$ cat src/hdl/dpsc_defs.svh
// Constants for the device power-state controller: register offsets, fields, state codes, resume length.
// Assumes inclusion by bare name from the package and design files.
`ifndef DPSC_DEFS_SVH
`define DPSC_DEFS_SVH
`define DPSC_OFF_PMCSR 12'h000
`define DPSC_OFF_BUSCTL 12'h004
`define DPSC_OFF_BUSST 12'h008
`define DPSC_OFF_IRQ_STAT 12'h00c
`define DPSC_OFF_IRQ_EN 12'h010
`define DPSC_OFF_IRQ_CLR 12'h014
`define DPSC_OFF_USBCTL 12'h018
`define DPSC_PS_D0 2'h0
`define DPSC_PS_D1 2'h1
`define DPSC_PS_D2 2'h2
`define DPSC_PS_D3 2'h3
`define DPSC_BIT_WAKE_EN 8
`define DPSC_BIT_WAKE_ST 15
`define DPSC_BIT_FWD_D1 4
`define DPSC_NDEV 4
`define DPSC_IRQ_W 4
`define DPSC_IRQ_WAKE 0
`define DPSC_IRQ_D3 1
`define DPSC_IRQ_D0 2
`define DPSC_IRQ_PWRUP 3
`define DPSC_RESUME_CYC 16'h03e8
`endif

$ cat src/hdl/dpsc_pkg.sv
// Types shared by the device power-state controller files.
// Assumes the constants header is on the include path.
`include "dpsc_defs.svh"
package dpsc_pkg;
   typedef logic [1:0] dpsc_pstate_t;
   // One APB request as seen by the slave.
   typedef struct packed {
      logic psel;
      logic penable;
      logic pwrite;
      logic [11:0] paddr;
      logic [31:0] pwdata;
   } dpsc_apb_req_t;
   // One APB answer.
   typedef struct packed {
      logic pready;
      logic pslverr;
      logic [31:0] prdata;
   } dpsc_apb_rsp_t;
   typedef enum logic [2:0] {
      DPSC_R_IDLE = 3'b001,
      DPSC_R_ARMED = 3'b010,
      DPSC_R_SIGNAL = 3'b100
   } dpsc_rw_state_t;
endpackage

$ cat src/hdl/dpsc_sync.sv
// Two-flop synchroniser for one level from outside the pclk domain.
// Assumes an asynchronous active-low reset; the output resets to zero.
`timescale 1ns/1ps
module dpsc_sync (
   input wire logic pclk,
   input wire logic presetn,
   input wire logic async_in,
   output logic sync_out
);
   logic meta_reg;
   // The first stage feeds only the second stage.
   always_ff @(posedge pclk or negedge presetn) begin
      if (!presetn) begin
         meta_reg <= 1'b0;
         sync_out <= 1'b0;
      end else begin
         meta_reg <= async_in;
         sync_out <= meta_reg;
      end
   end
endmodule

$ cat src/hdl/dpsc_bus_floor.sv
// Works out the deepest state the attached bus may take.
// Assumes per-device states and wake arming come from registers on pclk.
`timescale 1ns/1ps
`include "dpsc_defs.svh"
module dpsc_bus_floor
   import dpsc_pkg::*;
(
   input wire logic [4*2-1:0] dev_state,
   input wire logic [3:0] dev_wake_armed,
   input wire logic fwd_only_d1,
   output dpsc_pkg::dpsc_pstate_t floor_state
);
   dpsc_pstate_t min_st [0:`DPSC_NDEV];
   logic any_armed;
   assign min_st[0] = `DPSC_PS_D3;
   genvar i;
   generate
      for (i = 0; i < `DPSC_NDEV; i++) begin : g_min
         assign min_st[i+1] = (dev_state[2*i +: 2] < min_st[i]) ?
                              dev_state[2*i +: 2] : min_st[i];
      end
   endgenerate
   assign any_armed = |dev_wake_armed;
   always_comb begin
      floor_state = min_st[`DPSC_NDEV];
      if (any_armed && fwd_only_d1 && (floor_state > `DPSC_PS_D1)) begin
         floor_state = `DPSC_PS_D1;
      end
   end
endmodule

$ cat src/hdl/dpsc_top.sv
// Device power-state controller: power register, wake reporting, bus power floor.
// Assumes an APB master on pclk and that the wake source and bus sideband pins are asynchronous.
`timescale 1ns/1ps
`include "dpsc_defs.svh"
// Summary of operation
// - Bus never deeper than shallowest device
// - Armed wake keeps bus in D1
// - Bus in D1 keeps devices' context
// - Power state read/written via control register
// - Wake raises wake pin and status bit
// - Wake reported only when enabled
// - Remote wake enable then resume signaling
// - Only D0 and D3 accepted
// - D3 holds no context, minimum power
// - D3 still accepts return to D0
// - Power return reset reinitialises fully
// - Both D0 and D3 supported
// - D0 functions restored without reboot
// - No default wake events generated
module dpsc_top
   import dpsc_pkg::*;
(
   input wire logic pclk,
   input wire logic presetn,
   input wire logic psel,
   input wire logic penable,
   input wire logic pwrite,
   input wire logic [11:0] paddr,
   input wire logic [31:0] pwdata,
   output logic [31:0] prdata,
   output logic pready,
   output logic pslverr,
   input wire logic wake_src_pin,
   input wire logic [7:0] dev_states_pin,
   input wire logic [3:0] dev_wake_pin,
   output logic wake_n_oe,
   output logic resume_out,
   output logic resume_oe_n,
   output logic func_en,
   output logic power_gate_n,
   output logic ctx_clear,
   output logic [1:0] bus_state,
   output logic irq
);
   import dpsc_pkg::*;

   dpsc_apb_req_t req;
   dpsc_pstate_t pstate_reg;
   logic wake_en_reg;
   logic wake_st_reg;
   logic fwd_d1_reg;
   logic bus_req_reg;
   dpsc_pstate_t bus_req_st_reg;
   logic usb_rw_en_reg;
   logic [`DPSC_IRQ_W-1:0] irq_stat_reg;
   logic [`DPSC_IRQ_W-1:0] irq_en_reg;
   logic [`DPSC_IRQ_W-1:0] irq_ev;
   logic [`DPSC_IRQ_W-1:0] irq_clr;
   logic wake_sync;
   logic wake_sync_d_reg;
   logic wake_rise;
   logic [7:0] dev_states_s;
   logic [3:0] dev_wake_s;
   dpsc_pstate_t floor_st;
   logic wr_stb;
   logic rd_stb;
   logic mapped;
   logic [31:0] rd_mux;
   logic go_d3;
   logic go_d0;
   logic first_cyc_reg;
   dpsc_rw_state_t rw_state_reg;
   logic [15:0] resume_cnt_reg;

   assign req = '{psel: psel, penable: penable, pwrite: pwrite, paddr: paddr, pwdata: pwdata};

   // The device-specific wake source and the bus sideband pins cross into pclk.
   dpsc_sync u_wake_sync (
      .pclk(pclk),
      .presetn(presetn),
      .async_in(wake_src_pin),
      .sync_out(wake_sync)
   );

   genvar g;
   generate
      for (g = 0; g < 8; g++) begin : g_st_sync
         dpsc_sync u_s (
            .pclk(pclk),
            .presetn(presetn),
            .async_in(dev_states_pin[g]),
            .sync_out(dev_states_s[g])
         );
      end
      for (g = 0; g < 4; g++) begin : g_wk_sync
         dpsc_sync u_w (
            .pclk(pclk),
            .presetn(presetn),
            .async_in(dev_wake_pin[g]),
            .sync_out(dev_wake_s[g])
         );
      end
   endgenerate

   dpsc_bus_floor u_floor (
      .dev_state(dev_states_s),
      .dev_wake_armed(dev_wake_s),
      .fwd_only_d1(fwd_d1_reg),
      .floor_state(floor_st)
   );

   // APB strobes; one wait state, and a write lands only on the edge that
   // sees pready high, so a held access phase cannot apply it twice.
   assign wr_stb = req.psel && req.penable && req.pwrite && pready;
   assign rd_stb = req.psel && req.penable && !req.pwrite;
   assign mapped = (req.paddr == `DPSC_OFF_PMCSR) || (req.paddr == `DPSC_OFF_BUSCTL) ||
                   (req.paddr == `DPSC_OFF_BUSST) || (req.paddr == `DPSC_OFF_IRQ_STAT) ||
                   (req.paddr == `DPSC_OFF_IRQ_EN) || (req.paddr == `DPSC_OFF_IRQ_CLR) ||
                   (req.paddr == `DPSC_OFF_USBCTL);

   always_comb begin
      go_d3 = 1'b0;
      go_d0 = 1'b0;
      if (wr_stb && (req.paddr == `DPSC_OFF_PMCSR)) begin
         go_d3 = (req.pwdata[1:0] == `DPSC_PS_D3) && (pstate_reg == `DPSC_PS_D0);
         go_d0 = (req.pwdata[1:0] == `DPSC_PS_D0) && (pstate_reg == `DPSC_PS_D3);
      end
   end

   always_ff @(posedge pclk or negedge presetn) begin
      if (!presetn) begin
         pstate_reg <= `DPSC_PS_D0;
      end else if (go_d3) begin
         pstate_reg <= `DPSC_PS_D3;
      end else if (go_d0) begin
         pstate_reg <= `DPSC_PS_D0;
      end
   end

   always_ff @(posedge pclk or negedge presetn) begin
      if (!presetn) begin
         func_en <= 1'b1;
         power_gate_n <= 1'b1;
         ctx_clear <= 1'b0;
      end else begin
         // Both follow the state being entered, so they switch on one edge.
         func_en <= (pstate_reg == `DPSC_PS_D0) ? !go_d3 : go_d0;
         power_gate_n <= (pstate_reg == `DPSC_PS_D0) ? !go_d3 : go_d0;
         ctx_clear <= go_d0;   // One-cycle pulse rebuilds context on re-entry.
      end
   end

   always_ff @(posedge pclk or negedge presetn) begin
      if (!presetn) begin
         first_cyc_reg <= 1'b1;
      end else begin
         first_cyc_reg <= 1'b0;
      end
   end

   // Wake source edge; only the second synchroniser stage is looked at.
   always_ff @(posedge pclk or negedge presetn) begin
      if (!presetn) begin
         wake_sync_d_reg <= 1'b0;
      end else begin
         wake_sync_d_reg <= wake_sync;
      end
   end
   assign wake_rise = wake_sync && !wake_sync_d_reg;

   // Gated by enable
   // Set wins over a write-one clear in the same cycle so no wake is lost.
   always_ff @(posedge pclk or negedge presetn) begin
      if (!presetn) begin
         wake_en_reg <= 1'b0;
         wake_st_reg <= 1'b0;
      end else begin
         if (wr_stb && (req.paddr == `DPSC_OFF_PMCSR)) begin
            wake_en_reg <= req.pwdata[`DPSC_BIT_WAKE_EN];
         end
         if (wake_rise && wake_en_reg) begin
            wake_st_reg <= 1'b1;
         end else if (wr_stb && (req.paddr == `DPSC_OFF_PMCSR) &&
                      req.pwdata[`DPSC_BIT_WAKE_ST]) begin
            wake_st_reg <= 1'b0;
         end
      end
   end

   // Drive wake pin
   // Open-drain wake line: enable low means pulling the line low.
   always_ff @(posedge pclk or negedge presetn) begin
      if (!presetn) begin
         wake_n_oe <= 1'b1;
      end else begin
         wake_n_oe <= !(wake_st_reg && wake_en_reg);
      end
   end

   // Bus control: forwarding mode and software's requested bus state.
   always_ff @(posedge pclk or negedge presetn) begin
      if (!presetn) begin
         fwd_d1_reg <= 1'b0;
         bus_req_st_reg <= `DPSC_PS_D0;
         usb_rw_en_reg <= 1'b0;
      end else if (wr_stb && (req.paddr == `DPSC_OFF_BUSCTL)) begin
         bus_req_st_reg <= req.pwdata[1:0];
         fwd_d1_reg <= req.pwdata[`DPSC_BIT_FWD_D1];
      end else if (wr_stb && (req.paddr == `DPSC_OFF_USBCTL)) begin
         usb_rw_en_reg <= req.pwdata[0];
      end
   end

   // D1 keeps context
   // Taking the shallower of request and floor means the bus never drops power
   // beneath a device; in D1 the power gate stays on so no context is lost.
   always_ff @(posedge pclk or negedge presetn) begin
      if (!presetn) begin
         bus_state <= `DPSC_PS_D0;
      end else begin
         bus_state <= (bus_req_st_reg < floor_st) ? bus_req_st_reg : floor_st;
      end
   end

   // Remote wake resume
   // Resume signaling is sent only once the host enabled remote wake.
   always_ff @(posedge pclk or negedge presetn) begin
      if (!presetn) begin
         rw_state_reg <= DPSC_R_IDLE;
         resume_cnt_reg <= 16'h0000;
      end else begin
         unique case (rw_state_reg)
            DPSC_R_IDLE: begin
               if (usb_rw_en_reg) begin
                  rw_state_reg <= DPSC_R_ARMED;
               end
            end
            DPSC_R_ARMED: begin
               if (!usb_rw_en_reg) begin
                  rw_state_reg <= DPSC_R_IDLE;
               end else if (wake_rise) begin
                  rw_state_reg <= DPSC_R_SIGNAL;
                  resume_cnt_reg <= `DPSC_RESUME_CYC;
               end
            end
            DPSC_R_SIGNAL: begin
               if (resume_cnt_reg == 16'h0001) begin
                  rw_state_reg <= DPSC_R_IDLE;
               end
               resume_cnt_reg <= resume_cnt_reg - 16'h0001;
            end
            default: begin
               rw_state_reg <= DPSC_R_IDLE;
            end
         endcase
      end
   end

   always_ff @(posedge pclk or negedge presetn) begin
      if (!presetn) begin
         resume_out <= 1'b0;
         resume_oe_n <= 1'b1;
      end else begin
         resume_out <= (rw_state_reg == DPSC_R_SIGNAL);
         resume_oe_n <= (rw_state_reg != DPSC_R_SIGNAL);
      end
   end

   // Interrupt events: wake, D3 entry, D0 re-entry, power-on reset done.
   assign irq_ev[`DPSC_IRQ_WAKE] = wake_rise && wake_en_reg;
   assign irq_ev[`DPSC_IRQ_D3] = go_d3;
   assign irq_ev[`DPSC_IRQ_D0] = go_d0;
   assign irq_ev[`DPSC_IRQ_PWRUP] = first_cyc_reg;
   assign irq_clr = (wr_stb && (req.paddr == `DPSC_OFF_IRQ_CLR)) ?
                    req.pwdata[`DPSC_IRQ_W-1:0] : '0;

   // Sticky status; a set in the clearing cycle survives.
   always_ff @(posedge pclk or negedge presetn) begin
      if (!presetn) begin
         irq_stat_reg <= '0;
      end else begin
         irq_stat_reg <= (irq_stat_reg & ~irq_clr) | irq_ev;
      end
   end

   always_ff @(posedge pclk or negedge presetn) begin
      if (!presetn) begin
         irq_en_reg <= '0;
      end else if (wr_stb && (req.paddr == `DPSC_OFF_IRQ_EN)) begin
         irq_en_reg <= req.pwdata[`DPSC_IRQ_W-1:0];
      end
   end

   always_ff @(posedge pclk or negedge presetn) begin
      if (!presetn) begin
         irq <= 1'b0;
      end else begin
         irq <= |((irq_stat_reg | irq_ev) & irq_en_reg);
      end
   end

   // Read multiplexer; write-only and unmapped words read as zero.
   always_comb begin
      rd_mux = 32'h0000_0000;
      unique case (req.paddr)
         `DPSC_OFF_PMCSR: begin
            rd_mux[1:0] = pstate_reg;
            rd_mux[`DPSC_BIT_WAKE_EN] = wake_en_reg;
            rd_mux[`DPSC_BIT_WAKE_ST] = wake_st_reg;
         end
         `DPSC_OFF_BUSCTL: begin
            rd_mux[1:0] = bus_req_st_reg;
            rd_mux[`DPSC_BIT_FWD_D1] = fwd_d1_reg;
         end
         `DPSC_OFF_BUSST: begin
            rd_mux[1:0] = bus_state;
            rd_mux[5:4] = floor_st;
         end
         `DPSC_OFF_IRQ_STAT: rd_mux[`DPSC_IRQ_W-1:0] = irq_stat_reg;
         `DPSC_OFF_IRQ_EN: rd_mux[`DPSC_IRQ_W-1:0] = irq_en_reg;
         `DPSC_OFF_USBCTL: rd_mux[0] = usb_rw_en_reg;
         default: rd_mux = 32'h0000_0000;
      endcase
   end

   // Registered answer: pready rises one cycle into the access phase.
   always_ff @(posedge pclk or negedge presetn) begin
      if (!presetn) begin
         pready <= 1'b0;
         pslverr <= 1'b0;
         prdata <= 32'h0000_0000;
      end else begin
         pready <= req.psel && req.penable && !pready;
         pslverr <= req.psel && req.penable && !pready && !mapped;
         prdata <= (rd_stb && !pready) ? rd_mux : 32'h0000_0000;
      end
   end
endmodule

$ cat config.mk
export PLATFORM = sky130hd
export DESIGN_NAME = dpsc_top
export DESIGN_NICKNAME = d
export VERILOG_FILES = /design/src/hdl/dpsc_pkg.sv /design/src/hdl/dpsc_sync.sv /design/src/hdl/dpsc_bus_floor.sv /design/src/hdl/dpsc_top.sv
export VERILOG_INCLUDE_DIRS = /design/src /design/src/hdl
export SDC_FILE = /design/constraint.sdc
export NUM_CORES = 1
export LEC_CHECK = 0
export BUFFER_PORTS_ARGS = -buffer_cell sky130_fd_sc_hd__buf_2
export CAP_MARGIN = 10
export CORE_AREA = 2 2 87 89
export CTS_BUF_LIST = sky130_fd_sc_hd__clkbuf_16
export CTS_CLUSTER_DIAMETER = 100
export DETAILED_ROUTE_END_ITERATION = 10
export DIE_AREA = 0 0 89 91
export GPL_ROUTABILITY_DRIVEN = 0
export HOLD_SLACK_MARGIN = 0.12
export PLACE_DENSITY = 0.83
export REMOVE_ABC_BUFFERS = 1
export SLEW_MARGIN = 20
export SYNTH_ARGS = -nofsm -noshare
export SYNTH_HDL_FRONTEND = slang
export SYNTH_HIERARCHICAL = 1
export SYNTH_SLANG_ARGS = --single-unit
$ cat constraint.sdc
create_clock -name pclk -period 2.6 [get_ports pclk]
set_input_delay 0 -clock pclk [delete_from_list [all_inputs] [get_ports pclk]]
set_output_delay 0 -clock pclk [all_outputs]
set_load 0.05 [all_outputs]
==> impl_metrics.toml <==
[yosys]
ys_seq_area_share_pct = 55.3
synth.top_cell.area_share_pct = 51.7
async_flop_share_pct = 100
synth_area_per_cell_sq_um = 11.6
ys_warn_count = 6
synth_common_cells = "dfrtp_1, buf_4, nand2_1, nor2_1"
postSynthRegisterBits = 80
synth_cell_types = 62
syn-instance-count = 313
yosys.area.top_type = "dfrtp_1"
synth_area_leaders = "dfrtp_1, buf_4, ha_1"
synth_area_sq_um = 3630
synthFlopType = "dfrtp_1"
synth-edff-count = 0
synth.most_common_cell = "dfrtp_1"

[die]
core_area_sq_um = 7140
num_rows = 31
die_h_um = 91
ios = 105
start_util_pct = 50.9
die_x_um = 89
die-area_sq_um = 8100

[timing]
finalCritPeriodShare_pct = 76.7
tightest_slew_ns = 0.956
hold_viol = 0
min_period_ns = 1.99
rsz0062_at_grt = "no"
max_slew_margin_pct = 36.3
fin_skew_ns = 0.00469
setup_slack_ns = 0.607
setup-tns-final_ns = 0
fin_hold_ws_ns = 0.135
drv_slew = 0
fmax_mhz = 502
setup_viol = 0

[routing]
vias = 2596
drc = 0
routedWlPerCell_um = 13.4
drt_pass1_iterations = 4
routed_wl_mm = 6.78
drt_iter0_drc = 96
ant_nets = 0
avgViaCountPerCell = 5.12

[worst_hold_path]
hold_class = "in -> reg"
whs_path_depth = 3
hp-start = "paddr[4]"
min_to = "prdata[0]$_DFF_PN0_"

[global_routing]
grt_usage_pct = 18.1
first_global_vias = 2615
grt_start_max_net_pins = 81
grt.overflow.total = 0
grt_pass1_wl_mm = 11.4
grt_antenna_before_repair = 0

[placement]
pre_cts_slack_ns = 0.582
dp_hpwl_mm = 4.30
portBuffers = 55

[power]
p_per_area_nw_per_um2 = 617
vdd_drop_max_v = 0.000421
leakage_nw = 2.19

[critical_path]
crit_top_cell = "ha_1"
r2r_start = "g_st_sync[3].u_s/sync_out$_DFF_PN0_"
reg2reg_depth = 8
arrival_ns = 2.24
crit_path_start = "g_st_sync[3].u_s/sync_out$_DFF_PN0_"
crit_chain = "ha_1 > ha_1 > ha_1 > inv_1 > o221a_2 > o21ai_0 > a21oi_1 > nor3_1"
crit_path_end_kind = "register"
r2r-end = "prdata[4]$_DFF_PN0_"
crit_slowest_cell = "dfrtp_1"
critPathLaunchType = "register"
slowest_delay_ns = 0.38
cp_data_required_time_ns = 2.85
crit_type = "reg -> reg"
r2r_slack_ns = 0.61
cp_max_fo = 3

[final_layout]
multi_input_area_sq_um = 1420
antenna_cells = 0
fillers = 538
areaGrowthSynthToFinish_pct = 24.5
drive_above_1_share_pct = 24.5
ff_latch_area_sq_um = 2010
final_util_pct = 63.3
nNetsFinal = 476
largest_register_ffs = 16

[run]
cap_violations = 0

[clocking]
numCtsBuffers = 9
clock_sinks = 80
cts_tree = "done"
cts-root-buf = "clkbuf_16"
postCtsSetupBuffers = 0
clk_transition_reported_paths_ns = 0.06
insertion_delay_ns = 0.33
cts_max_level = 3
clockBufferDepth = 2

[run_status]
outcome = "finished, final reports clean"
==> worst max path at each step <==
stage | to | slack, ns | depth (start not counted)
after floorplan | usb_rw_en_reg$_DFFE_PN0P_ | 0.77 | 4
after global placement | prdata[4]$_DFF_PN0_ | 0.65 | 8
after detailed placement | prdata[4]$_DFF_PN0_ | 0.58 | 8
after CTS | prdata[4]$_DFF_PN0_ | 0.57 | 8
after global routing | prdata[4]$_DFF_PN0_ | 0.43 | 8
final | prdata[4]$_DFF_PN0_ | 0.61 | 8
==> metal layers <==
metal / vias to the layer above / wire (um) / global-route usage [%]
li1: 1238 / - / -
met1: 1252 / 2860 / 21.5
met2: 92 / 3430 / 30.2
met3: 14 / 342 / 3.73
met4: 0 / 150 / 9.95
met5: - / 0 / 0
==> stage by stage <==
| step | cell area, sq um | power [mW] | cells |
|---|---|---|---|
| floorplan | 3490 | 1.41 | 304 |
| detailed placement | 3900 | 1.49 | 459 |
| global placement | 3900 | 1.49 | 459 |
| global route | 4520 | 2.88 | 507 |
| finish | 4520 | 2.79 | 507 |
| CTS | 4520 | 2.81 | 507 |
==> worst max-delay path, delay by kind of cell (launching register included) <==
kind                     cells  cell delay (ns)
adder cells (fa/ha/maj)      3             0.72
flip-flops                   1             0.38
AND/OR/NAND/NOR              1             0.15
buffers and inverters        1             0.03
AO/OA/AOI/OAI                3             0.61
==> power breakdown <==
part           leakage (nW)  internal, mW  switching, mW
Combinational          1.02        0.0728          0.155
Sequential             1.02          1.27        0.00892
Clock                 0.147         0.754          0.529
Total                  2.19          2.10          0.693
==> cells in the final DEF, fill, tap and decap left out, types with 7 or more instances in the layout <==
cell / n
nand3_1: 11
conb_1: 25
inv_1: 13
nor2_1: 17
dlygate4sd3_1: 32
o21ai_0: 10
nor3_1: 7
ha_1: 11
clkbuf_16: 9
nand2_1: 17
a21oi_1: 13
dfrtp_1: 75
buf_2: 54
mux2_2: 10
==> cells by family (layout without fill, tap and decap cells) <==
kind of cell / after synthesis / in the layout / share of synthesized area (%)
flops: 80 / 80 / 55.3
other cells: 1 / 25 / 0.103
xor+xnor: 7 / 7 / 1.69
mux: 13 / 13 / 3.93
buf+inv: 47 / 118 / 7.99
fa+ha+maj: 11 / 11 / 3.79
compound gates: 45 / 45 / 8.10
simple gates: 109 / 109 / 19.1
==> what timing repair did <==
item / in CTS / in global routing
hold buffers: 32 / 0
gates resized for setup: 0 / 0
endpoints found under the hold margin: 111 / 0
==> area by class of cell <==
| class | instances | area share, % |
|---|---|---|
| sequential | 80 | 44.4 |
| multi-input combinational | 210 | 31.5 |
| timing repair buffer | 88 | 13.4 |
| clock buffer | 9 | 4.98 |
| tap | 99 | 2.74 |
| clock inverter | 7 | 1.72 |
| inverter | 14 | 1.27 |
Note: power is estimated with default switching activity, not from simulation.
